[src/pkg/ascd_pkg.sv]
// Purpose: Shared constants and types for the audio serial config/clock divider
// Assumes: 32-bit AXI4-Lite register bus, 125 MHz aclk
// Notes:   Offsets are byte addresses
package ascd_pkg;
  // Register byte offsets
  localparam logic [7:0] CFG_OFS = 8'h1C;  // audio_port_config
  localparam logic [7:0] DIV_OFS = 8'h20;  // audio_clock_divider
  localparam logic [7:0] STA_OFS = 8'h24;  // Block status
  // Reset values
  localparam logic [15:0] CFG_RST = 16'h0000;
  localparam logic [15:0] DIV_RST = 16'h0002;
  // Config field positions
  localparam int CHLEN_B = 0;
  localparam int DLEN_LO = 1;
  localparam int IDLE_B  = 3;
  localparam int STD_LO  = 4;
  localparam int PSYNC_B = 7;
  localparam int ROLE_LO = 8;
  localparam int EN_B    = 10;
  localparam int PROT_B  = 11;
  // Divider field positions
  localparam int ODD_B   = 8;
  localparam int MCOE_B  = 9;
  // Writable masks
  localparam logic [15:0] CFG_MASK = 16'h0FBF;
  localparam logic [15:0] DIV_MASK = 16'h03FF;
  // AXI responses
  localparam logic [1:0] RESP_OK  = 2'h0;
  localparam logic [1:0] RESP_ERR = 2'h2;
  // Framing standards
  typedef enum logic [1:0] {
    ASCD_STD_STD   = 2'h0,
    ASCD_STD_LEFT  = 2'h1,
    ASCD_STD_RIGHT = 2'h2,
    ASCD_STD_PCM   = 2'h3
  } ascd_std_t;
  // Role and direction
  typedef enum logic [1:0] {
    ASCD_ROLE_STX = 2'h0,
    ASCD_ROLE_SRX = 2'h1,
    ASCD_ROLE_MTX = 2'h2,
    ASCD_ROLE_MRX = 2'h3
  } ascd_role_t;
  // Decoded configuration seen by the serial engine
  typedef struct packed {
    logic       active;      // Audio mode and enabled
    logic       master;
    logic       transmit;
    ascd_std_t  standard;
    logic       pcm_long;
    logic [5:0] sample_bits; // 16, 24 or 32; 0 when illegal
    logic       len_bad;
  } ascd_cfg_t;
endpackage

[src/core/ascd_core.sv]
// Purpose: Audio serial configuration registers and master clock divider
// Assumes: AXI4-Lite slave, one outstanding read and write
// Notes:   Serial engine itself lives elsewhere; this block drives clock outputs
// Notes on behaviour
// - Idle clock level follows idle bit
// - Two-bit field selects framing standard
// - Sync length bit only matters in PCM
// - Role field: slave/master, transmit/receive
// - Interface runs only while enable set
// - Protocol bit writable only when disabled
// - Config fields writable only while disabled
// - Audio fields ignored in serial port mode
// - Divide by 2N, or 2N+1 when odd
// - Divider settings apply only as master
// - Master clock output follows its enable
// - Sample length 16/24/32, 11 not permitted
`timescale 1ns/1ps
module ascd_core #(
  parameter int ADDR_W = 8  // AXI address width
) (
  input  wire logic              aclk,
  input  wire logic              aresetn,
  input  wire logic [ADDR_W-1:0] s_axi_awaddr,
  input  wire logic              s_axi_awvalid,
  output logic                   s_axi_awready,
  input  wire logic [31:0]       s_axi_wdata,
  input  wire logic [3:0]        s_axi_wstrb,
  input  wire logic              s_axi_wvalid,
  output logic                   s_axi_wready,
  output logic [1:0]             s_axi_bresp,
  output logic                   s_axi_bvalid,
  input  wire logic              s_axi_bready,
  input  wire logic [ADDR_W-1:0] s_axi_araddr,
  input  wire logic              s_axi_arvalid,
  output logic                   s_axi_arready,
  output logic [31:0]            s_axi_rdata,
  output logic [1:0]             s_axi_rresp,
  output logic                   s_axi_rvalid,
  input  wire logic              s_axi_rready,
  output logic                   bit_clock,
  output logic                   master_clock,
  output logic                   master_clock_oe_n,
  output ascd_pkg::ascd_cfg_t    cfg_out
);

  // Elaboration check: offsets need at least 6 address bits
  if (ADDR_W < 6 || ADDR_W > 8) begin : g_chk
    $error("ascd_core: ADDR_W must be 6..8");
  end

  ////////////////////////////////////////////////////////////////////////////
  // Register state
  logic [15:0] cfg_r,  cfg_nxt;   // audio_port_config
  logic [15:0] div_r,  div_nxt;   // audio_clock_divider
  logic [ADDR_W-1:0] awa_r, awa_nxt; // Latched write address
  logic [31:0] wd_r,   wd_nxt;    // Latched write data
  logic [3:0]  ws_r,   ws_nxt;    // Latched strobes
  logic        awh_r,  awh_nxt;   // Address held
  logic        wh_r,   wh_nxt;    // Data held
  logic        bv_r,   bv_nxt;
  logic [1:0]  br_r,   br_nxt;
  logic        rv_r,   rv_nxt;
  logic [31:0] rd_r,   rd_nxt;
  logic [1:0]  rr_r,   rr_nxt;

  // Merge write data into a 16-bit register by byte strobes
  function automatic logic [15:0] merge16(input logic [15:0] old, input logic [31:0] d,
                                          input logic [3:0] s, input logic [15:0] m);
    logic [15:0] v;
    v = old;
    if (s[0]) v[7:0]  = d[7:0];
    if (s[1]) v[15:8] = d[15:8];
    return (v & m) | (old & ~m);
  endfunction

  // Aligned byte offset of an address
  function automatic logic [7:0] ofs(input logic [ADDR_W-1:0] a);
    return 8'(a) & 8'hFC;
  endfunction

  logic audio_on;    // Audio mode and enabled
  assign audio_on = cfg_r[ascd_pkg::PROT_B] & cfg_r[ascd_pkg::EN_B];

  ////////////////////////////////////////////////////////////////////////////
  // Write channel: address and data accepted in either order
  always_comb begin
    logic        go;
    logic [15:0] nc;
    logic        en_only;
    go      = 1'b0;
    nc      = cfg_r;
    en_only = 1'b0;
    awa_nxt = awa_r;
    wd_nxt  = wd_r;
    ws_nxt  = ws_r;
    awh_nxt = awh_r;
    wh_nxt  = wh_r;
    bv_nxt  = bv_r;
    br_nxt  = br_r;
    cfg_nxt = cfg_r;
    div_nxt = div_r;
    // Capture address
    if (s_axi_awvalid && s_axi_awready) begin
      awa_nxt = s_axi_awaddr;
      awh_nxt = 1'b1;
    end
    // Capture data
    if (s_axi_wvalid && s_axi_wready) begin
      wd_nxt = s_axi_wdata;
      ws_nxt = s_axi_wstrb;
      wh_nxt = 1'b1;
    end
    // Retire response
    if (bv_r && s_axi_bready) begin
      bv_nxt = 1'b0;
    end
    // Perform write once both halves are held and no response pending
    go = awh_r && wh_r && !bv_r;
    if (go) begin
      awh_nxt = 1'b0;
      wh_nxt  = 1'b0;
      bv_nxt  = 1'b1;
      br_nxt  = ascd_pkg::RESP_OK;
      unique case (ofs(awa_r))
        ascd_pkg::CFG_OFS: begin
          nc = merge16(cfg_r, wd_r, ws_r, ascd_pkg::CFG_MASK);
          // While the port is enabled only the enable bit may change
          if (cfg_r[ascd_pkg::EN_B]) begin
            en_only = 1'b1;
          end
          if (en_only) begin
            cfg_nxt = cfg_r;
            cfg_nxt[ascd_pkg::EN_B] = nc[ascd_pkg::EN_B];
          end else begin
            cfg_nxt = nc;
            // Protocol fixed while the port is enabled; enable
            // and protocol change are taken from the same write
            cfg_nxt[ascd_pkg::PROT_B] = cfg_r[ascd_pkg::EN_B] ? cfg_r[ascd_pkg::PROT_B]
                                        : nc[ascd_pkg::PROT_B];
          end
        end
        ascd_pkg::DIV_OFS: begin
          // Ignored while enabled
          if (!cfg_r[ascd_pkg::EN_B]) begin
            div_nxt = merge16(div_r, wd_r, ws_r, ascd_pkg::DIV_MASK);
          end
        end
        ascd_pkg::STA_OFS: begin
          // Read-only: write ignored, answered OKAY
        end
        default: begin
          br_nxt = ascd_pkg::RESP_ERR;
        end
      endcase
    end
    if (!aresetn) begin
      cfg_nxt = ascd_pkg::CFG_RST;
      div_nxt = ascd_pkg::DIV_RST;
      awh_nxt = 1'b0;
      wh_nxt  = 1'b0;
      bv_nxt  = 1'b0;
      br_nxt  = ascd_pkg::RESP_OK;
    end
  end

  // Write registers
  always_ff @(posedge aclk) begin
    cfg_r <= cfg_nxt;
    div_r <= div_nxt;
    awa_r <= awa_nxt;
    wd_r  <= wd_nxt;
    ws_r  <= ws_nxt;
    awh_r <= awh_nxt;
    wh_r  <= wh_nxt;
    bv_r  <= bv_nxt;
    br_r  <= br_nxt;
  end

  assign s_axi_awready = !awh_r;
  assign s_axi_wready  = !wh_r;
  assign s_axi_bvalid  = bv_r;
  assign s_axi_bresp   = br_r;

  ////////////////////////////////////////////////////////////////////////////
  // Read channel: one cycle after address acceptance
  always_comb begin
    rv_nxt = rv_r;
    rd_nxt = rd_r;
    rr_nxt = rr_r;
    if (rv_r && s_axi_rready) begin
      rv_nxt = 1'b0;
    end
    if (s_axi_arvalid && s_axi_arready) begin
      rv_nxt = 1'b1;
      rr_nxt = ascd_pkg::RESP_OK;
      rd_nxt = 32'h0000_0000;
      unique case (ofs(s_axi_araddr))
        ascd_pkg::CFG_OFS: rd_nxt = {16'h0000, cfg_r};
        ascd_pkg::DIV_OFS: rd_nxt = {16'h0000, div_r};
        // Live state: bit0 audio active, bit1 bit clock, bit2 length illegal
        ascd_pkg::STA_OFS: rd_nxt = {29'h0, cfg_out.len_bad, bit_clock, audio_on};
        default: rr_nxt = ascd_pkg::RESP_ERR;
      endcase
    end
    if (!aresetn) begin
      rv_nxt = 1'b0;
      rd_nxt = 32'h0000_0000;
      rr_nxt = ascd_pkg::RESP_OK;
    end
  end

  // Read registers
  always_ff @(posedge aclk) begin
    rv_r <= rv_nxt;
    rd_r <= rd_nxt;
    rr_r <= rr_nxt;
  end

  assign s_axi_arready = !rv_r;
  assign s_axi_rvalid  = rv_r;
  assign s_axi_rdata   = rd_r;
  assign s_axi_rresp   = rr_r;

  ////////////////////////////////////////////////////////////////////////////
  // Configuration decode
  ascd_pkg::ascd_cfg_t cfg_d_r, cfg_d_nxt;
  always_comb begin
    logic [1:0] dl;
    dl = cfg_r[ascd_pkg::DLEN_LO +: 2];
    cfg_d_nxt = '0;
    cfg_d_nxt.active   = audio_on;
    cfg_d_nxt.master   = audio_on & cfg_r[ascd_pkg::ROLE_LO + 1];
    cfg_d_nxt.transmit = audio_on & ~cfg_r[ascd_pkg::ROLE_LO];
    cfg_d_nxt.standard = audio_on ? ascd_pkg::ascd_std_t'(cfg_r[ascd_pkg::STD_LO +: 2])
                                  : ascd_pkg::ASCD_STD_STD;
    cfg_d_nxt.pcm_long = audio_on && cfg_d_nxt.standard == ascd_pkg::ASCD_STD_PCM
                         && cfg_r[ascd_pkg::PSYNC_B];
    // Sample length decode; 11 not permitted
    unique case (dl)
      2'h0:    cfg_d_nxt.sample_bits = 6'h10;
      2'h1:    cfg_d_nxt.sample_bits = 6'h18;
      2'h2:    cfg_d_nxt.sample_bits = 6'h20;
      default: cfg_d_nxt.len_bad     = audio_on;
    endcase
    if (!audio_on) cfg_d_nxt.sample_bits = 6'h00;
    if (!aresetn) cfg_d_nxt = '0;
  end

  always_ff @(posedge aclk) begin
    cfg_d_r <= cfg_d_nxt;
  end
  assign cfg_out = cfg_d_r;

  ////////////////////////////////////////////////////////////////////////////
  // Clock divider: master clock is aclk/(2N+odd), bit clock follows it
  // Factor 0 or 1 are forbidden; they are served as 2 to keep a live clock
  logic [8:0] cnt_r,  cnt_nxt;
  logic       phs_r,  phs_nxt;  // Divided clock phase
  logic       bclk_r, bclk_nxt;
  logic       mclk_r, mclk_nxt;
  logic       mcoe_r, mcoe_nxt;
  always_comb begin
    logic [8:0] f;
    logic [8:0] tot;
    logic       run;
    f   = (div_r[7:0] < 8'h02) ? 9'h002 : {1'b0, div_r[7:0]};
    tot = 9'((f << 1) + {8'h00, div_r[ascd_pkg::ODD_B]});
    run = audio_on & cfg_r[ascd_pkg::ROLE_LO + 1];
    cnt_nxt  = cnt_r;
    phs_nxt  = phs_r;
    if (!run) begin
      cnt_nxt = 9'h000;
      phs_nxt = 1'b0;
    end else if (cnt_r == tot - 9'h001) begin
      cnt_nxt = 9'h000;
      phs_nxt = 1'b0;
    end else begin
      cnt_nxt = cnt_r + 9'h001;
      if (cnt_r == f - 9'h001) phs_nxt = 1'b1;
    end
    mclk_nxt = run & phs_nxt;
    mcoe_nxt = run & div_r[ascd_pkg::MCOE_B];
    // Idle level when not running, else divided phase from idle level
    bclk_nxt = cfg_r[ascd_pkg::IDLE_B] ^ (run & phs_nxt);
    if (!aresetn) begin
      cnt_nxt  = 9'h000;
      phs_nxt  = 1'b0;
      mclk_nxt = 1'b0;
      mcoe_nxt = 1'b0;
      bclk_nxt = 1'b0;
    end
  end

  always_ff @(posedge aclk) begin
    cnt_r  <= cnt_nxt;
    phs_r  <= phs_nxt;
    bclk_r <= bclk_nxt;
    mclk_r <= mclk_nxt;
    mcoe_r <= mcoe_nxt;
  end

  assign bit_clock         = bclk_r;
  assign master_clock      = mclk_r & mcoe_r;
  assign master_clock_oe_n = ~mcoe_r;

endmodule // ascd_core

[config.mk]
export PLATFORM = sky130hd
export DESIGN_NAME = ascd_core
export DESIGN_NICKNAME = d
export VERILOG_FILES = /design/src/pkg/ascd_pkg.sv /design/src/core/ascd_core.sv
export SDC_FILE = /design/constraint.sdc
export NUM_CORES = 1
export LEC_CHECK = 0
export BUFFER_PORTS_ARGS = -buffer_cell sky130_fd_sc_hd__buf_2
export CAP_MARGIN = 10
export CORE_ASPECT_RATIO = 1.4
export CORE_MARGIN = 3
export CORE_UTILIZATION = 57
export CTS_BUF_LIST = sky130_fd_sc_hd__clkbuf_4 sky130_fd_sc_hd__clkbuf_8
export CTS_CLUSTER_SIZE = 28
export DETAILED_ROUTE_END_ITERATION = 8
export GPL_ROUTABILITY_DRIVEN = 0
export HOLD_SLACK_MARGIN = 0.12
export PLACE_DENSITY = 0.87
export SYNTH_ARGS = -nofsm -noshare
export SYNTH_HDL_FRONTEND = slang
export SYNTH_SLANG_ARGS = --single-unit
[constraint.sdc]
create_clock -name aclk -period 4.9 [get_ports aclk]
set_clock_uncertainty 0.15 [all_clocks]
set_input_delay 0 -clock aclk [delete_from_list [all_inputs] [get_ports aclk]]
set_output_delay 0 -clock aclk [all_outputs]
set_load 0.005 [all_outputs]
==> impl_metrics.env <==
export IMPL_status="complete, no violations"
export IMPL_die_w_um=75.3
export IMPL_end_kind="register"
export IMPL_cp_arrival_ns=4.16
export IMPL_dr_pass1_iters=5
export IMPL_coreArea_um2=6380
export IMPL_cts_max_level=3
export IMPL_timing_critical_path_required_ns=4.99
export IMPL_hp_class="in2reg"
export IMPL_ys_flop_type="dfxtp_1"
export IMPL_placed_area_um2=4070
export IMPL_min_period_over_period=0.830
export IMPL_final_area_um2=4660
export IMPL_tightest_slew_ns=1.13
export IMPL_clk_path_buf_depth=2
export IMPL_r2r_cells=11
export IMPL_antennaDiodeCount=0
export IMPL_numCtsBuffers=9
export IMPL_ff2ff_setup_slack_ns=0.83
export IMPL_synth_edff_count=20
export IMPL_cp_start_kind="register"
export IMPL_holdWs_ns=0.183
export IMPL_synth_area_um2=3830
export IMPL_clkTransAtPathRegs_ns=0.09
export IMPL_grt_use_met3=0.0702
export IMPL_drive_gt1_frac=0.195
export IMPL_place_hpwl_um=5920
export IMPL_reg2reg_from="div_r[4]"
export IMPL_ys_warn_count=0
export IMPL_fin_crit_ns=4.07
export IMPL_viasPerCell=5.98
export IMPL_areaGrowthSynthToFinish_pct=21.6
export IMPL_die_h_um=103
export IMPL_rows=34
export IMPL_power_mw=1.38
export IMPL_synth_area_leaders="dfxtp_1 33%, edfxtp_1 16%, mux2i_1 6.0%"
export IMPL_r2r_end="cnt_r[5]"
export IMPL_num_io_pins=116
export IMPL_num_vias=3285
export IMPL_synth_top_cell_area_share=0.329
export IMPL_fmaxAchievable_mhz=246
export IMPL_timing_final_max_slew_violations=0
export IMPL_io_buffer_count=68
export IMPL_p_int_mw=1.06
export IMPL_p_comb_frac=0.069
export IMPL_overflow=0
export IMPL_yosysTopAreaCell="dfxtp_1"
export IMPL_nNetsFinal=534
export IMPL_finalSetupViolCount=0
export IMPL_min_to="awa_r[5]"
export IMPL_cts_sinks=83
export IMPL_grt_util_met2=0.521
export IMPL_yosys_register_bits=83
export IMPL_pre_cts_slack_ns=1.08
export IMPL_drt_total_wl_um=10600
export IMPL_p_seq_frac=0.532
export IMPL_setup_slack_ns=0.833
export IMPL_first_global_vias=3296
export IMPL_leakagePower_nw=1.95
export IMPL_drt_initial_drc_count=258
export IMPL_insertion_delay_ns=0.37
export IMPL_drv_cap=0
export IMPL_cts_tree="yes"
export IMPL_die_area_um2=7750
export IMPL_path_class="reg2reg"
export IMPL_antenna_found_initial=0
export IMPL_root_buffer="clkbuf_8"
export IMPL_ir_drop_mv=0.318
export IMPL_remaining_drc_errors=0
export IMPL_hold_viol=0
export IMPL_grtUsageTotal=0.292
export IMPL_grt_first_pass_wirelength_um=16500
export IMPL_tns_ns=0
export IMPL_yosys_top_cells_count="63 x dfxtp_1, 34 x nor2_1, 25 x nor2b_1"
export IMPL_synth_cells=381
export IMPL_synth_area_per_cell_um2=10.1
export IMPL_ant_nets=0
export IMPL_grt_setup_unrepaired="no"
export IMPL_yosysSeqAreaShare=0.486
export IMPL_p_switching_mw=0.318
export IMPL_ys_types=55
export IMPL_min_from="s_axi_awaddr[5]"
export IMPL_wl_per_cell_um=19.2
export IMPL_async_flop_share=0
export IMPL_power_density_nw_per_um2=297
export IMPL_grt_max_degree=43
export IMPL_num_fill_cells=407
export IMPL_hold_path_depth=2
export IMPL_post_cts_buffers=0
export IMPL_met1_usage=0.304
export IMPL_multi_input_area_um2=1730
export IMPL_ff_latch_area_um2=1860
export IMPL_busiest_layer="met2"
export IMPL_slew_headroom=0.246
export IMPL_cp_max_fo=10
export IMPL_clock_power_share=0.399
export IMPL_swShare=0.230
export IMPL_start_util=0.600
export IMPL_synth_most_common_cell="dfxtp_1"
worst max-delay path, stage by stage, from the launching register on:
cell and delay, ns:
dfxtp_1 0.45, nor4_2 0.50, nand2_1 0.11, o21ai_1 0.29
ha_1 0.35, nor3b_4 0.29, nand2_1 0.14, a2111oi_0 0.67
a221oi_1 0.21, a211oi_2 0.32, nand2b_1 0.38, nor2_1 0.09
kinds of logic (layout without fill, tap and decap cells):
logic type                 Yosys count  count (layout)  share of synthesized area
buffers and inverters               55             131                     0.0813
xor gates and xnor gates            25              25                     0.0572
AOI/OAI and AO/OA                   49              49                     0.0977
muxes                               23              23                     0.0601
other                                1              21                   0.000979
adders and majority gates            3               3                    0.00980
DFF                                 83              83                      0.486
and+or+nand+nor                    142             142                      0.207
sequential cells by signal, summed over array words and instances (netlist names):
register and count:
s_axi_bresp 1, s_axi_bvalid 1, awh_r 1, bit_clock 1, s_axi_rresp 1, wd_r 12
div_r 10, cfg_r 11, phs_r 1, awa_r 6, cfg_out 10, ws_r 2
s_axi_rvalid 1, wh_r 1, cnt_r 9, s_axi_rdata 14, mcoe_r 1
metal layers:
metal / up-vias / wire (um)
met2: 209 / 5680
li1: 1469 / -
met3: 41 / 754
met5: - / 0
met1: 1566 / 3670
met4: 0 / 463
metrics by stage:
stage               cells   util
finish                549  0.730
global route          549  0.730
CTS                   548  0.728
detailed placement    496  0.637
global placement      496  0.637
floorplan             401      -
final cells by class:
cell class / instances / share of cell area
Inverter: 9 / 0.00725
Multi-Input combinational cell: 263 / 0.372
Clock buffer: 10 / 0.0282
Clock inverter: 6 / 0.0191
Tap cell: 72 / 0.0193
Timing Repair Buffer: 106 / 0.154
Sequential cell: 83 / 0.400
cells in the final DEF, fill, tap and decap left out, drive strengths merged, types with 3 or more instances in the layout:
master,synthesis,layout
ha,3,3
and3,6,6
nand4b,3,3
nor2b,25,25
nor4,5,5
nor3b,8,8
a21boi,6,6
dfxtp,63,63
nand2,23,23
o211a,4,4
o211ai,4,4
edfxtp,20,20
nand4,4,4
clkbuf,16,10
a221oi,7,7
conb,1,21
and2,8,8
xor2,9,9
dlygate4sd3,0,36
inv,9,10
or3,3,3
buf,30,70
o21ai,5,5
a21oi,4,4
mux2i,23,23
nor2,34,34
nor3,5,5
or3b,3,3
xnor2,16,16
a211oi,3,3
nand3,9,9
what timing repair did:
item,4_1_cts,5_1_grt
hold endpoints to repair,69,0
gates resized for setup,0,0
hold buffers,36,0
worst max-delay path by stage:
stage                     startpoint       end
final                       div_r[4]  cnt_r[5]
after global routing        div_r[4]  cnt_r[7]
after CTS                   div_r[4]  cnt_r[5]
after detailed placement    div_r[4]  cnt_r[5]
after global placement      div_r[4]  cnt_r[7]
after floorplan             div_r[4]     phs_r
power by group through the flow:
stage | Combinational (mW) | Sequential [mW] | Clock [mW]
finish | 0.0956 | 0.735 | 0.552
global route | 0.104 | 0.736 | 0.581
global placement | 0.0635 | 0.747 | 0
CTS | 0.0879 | 0.732 | 0.546
detailed placement | 0.0661 | 0.748 | 0
floorplan | 0.0490 | 0.746 | 0
No activity file was read; power rests on OpenSTA's default activity.
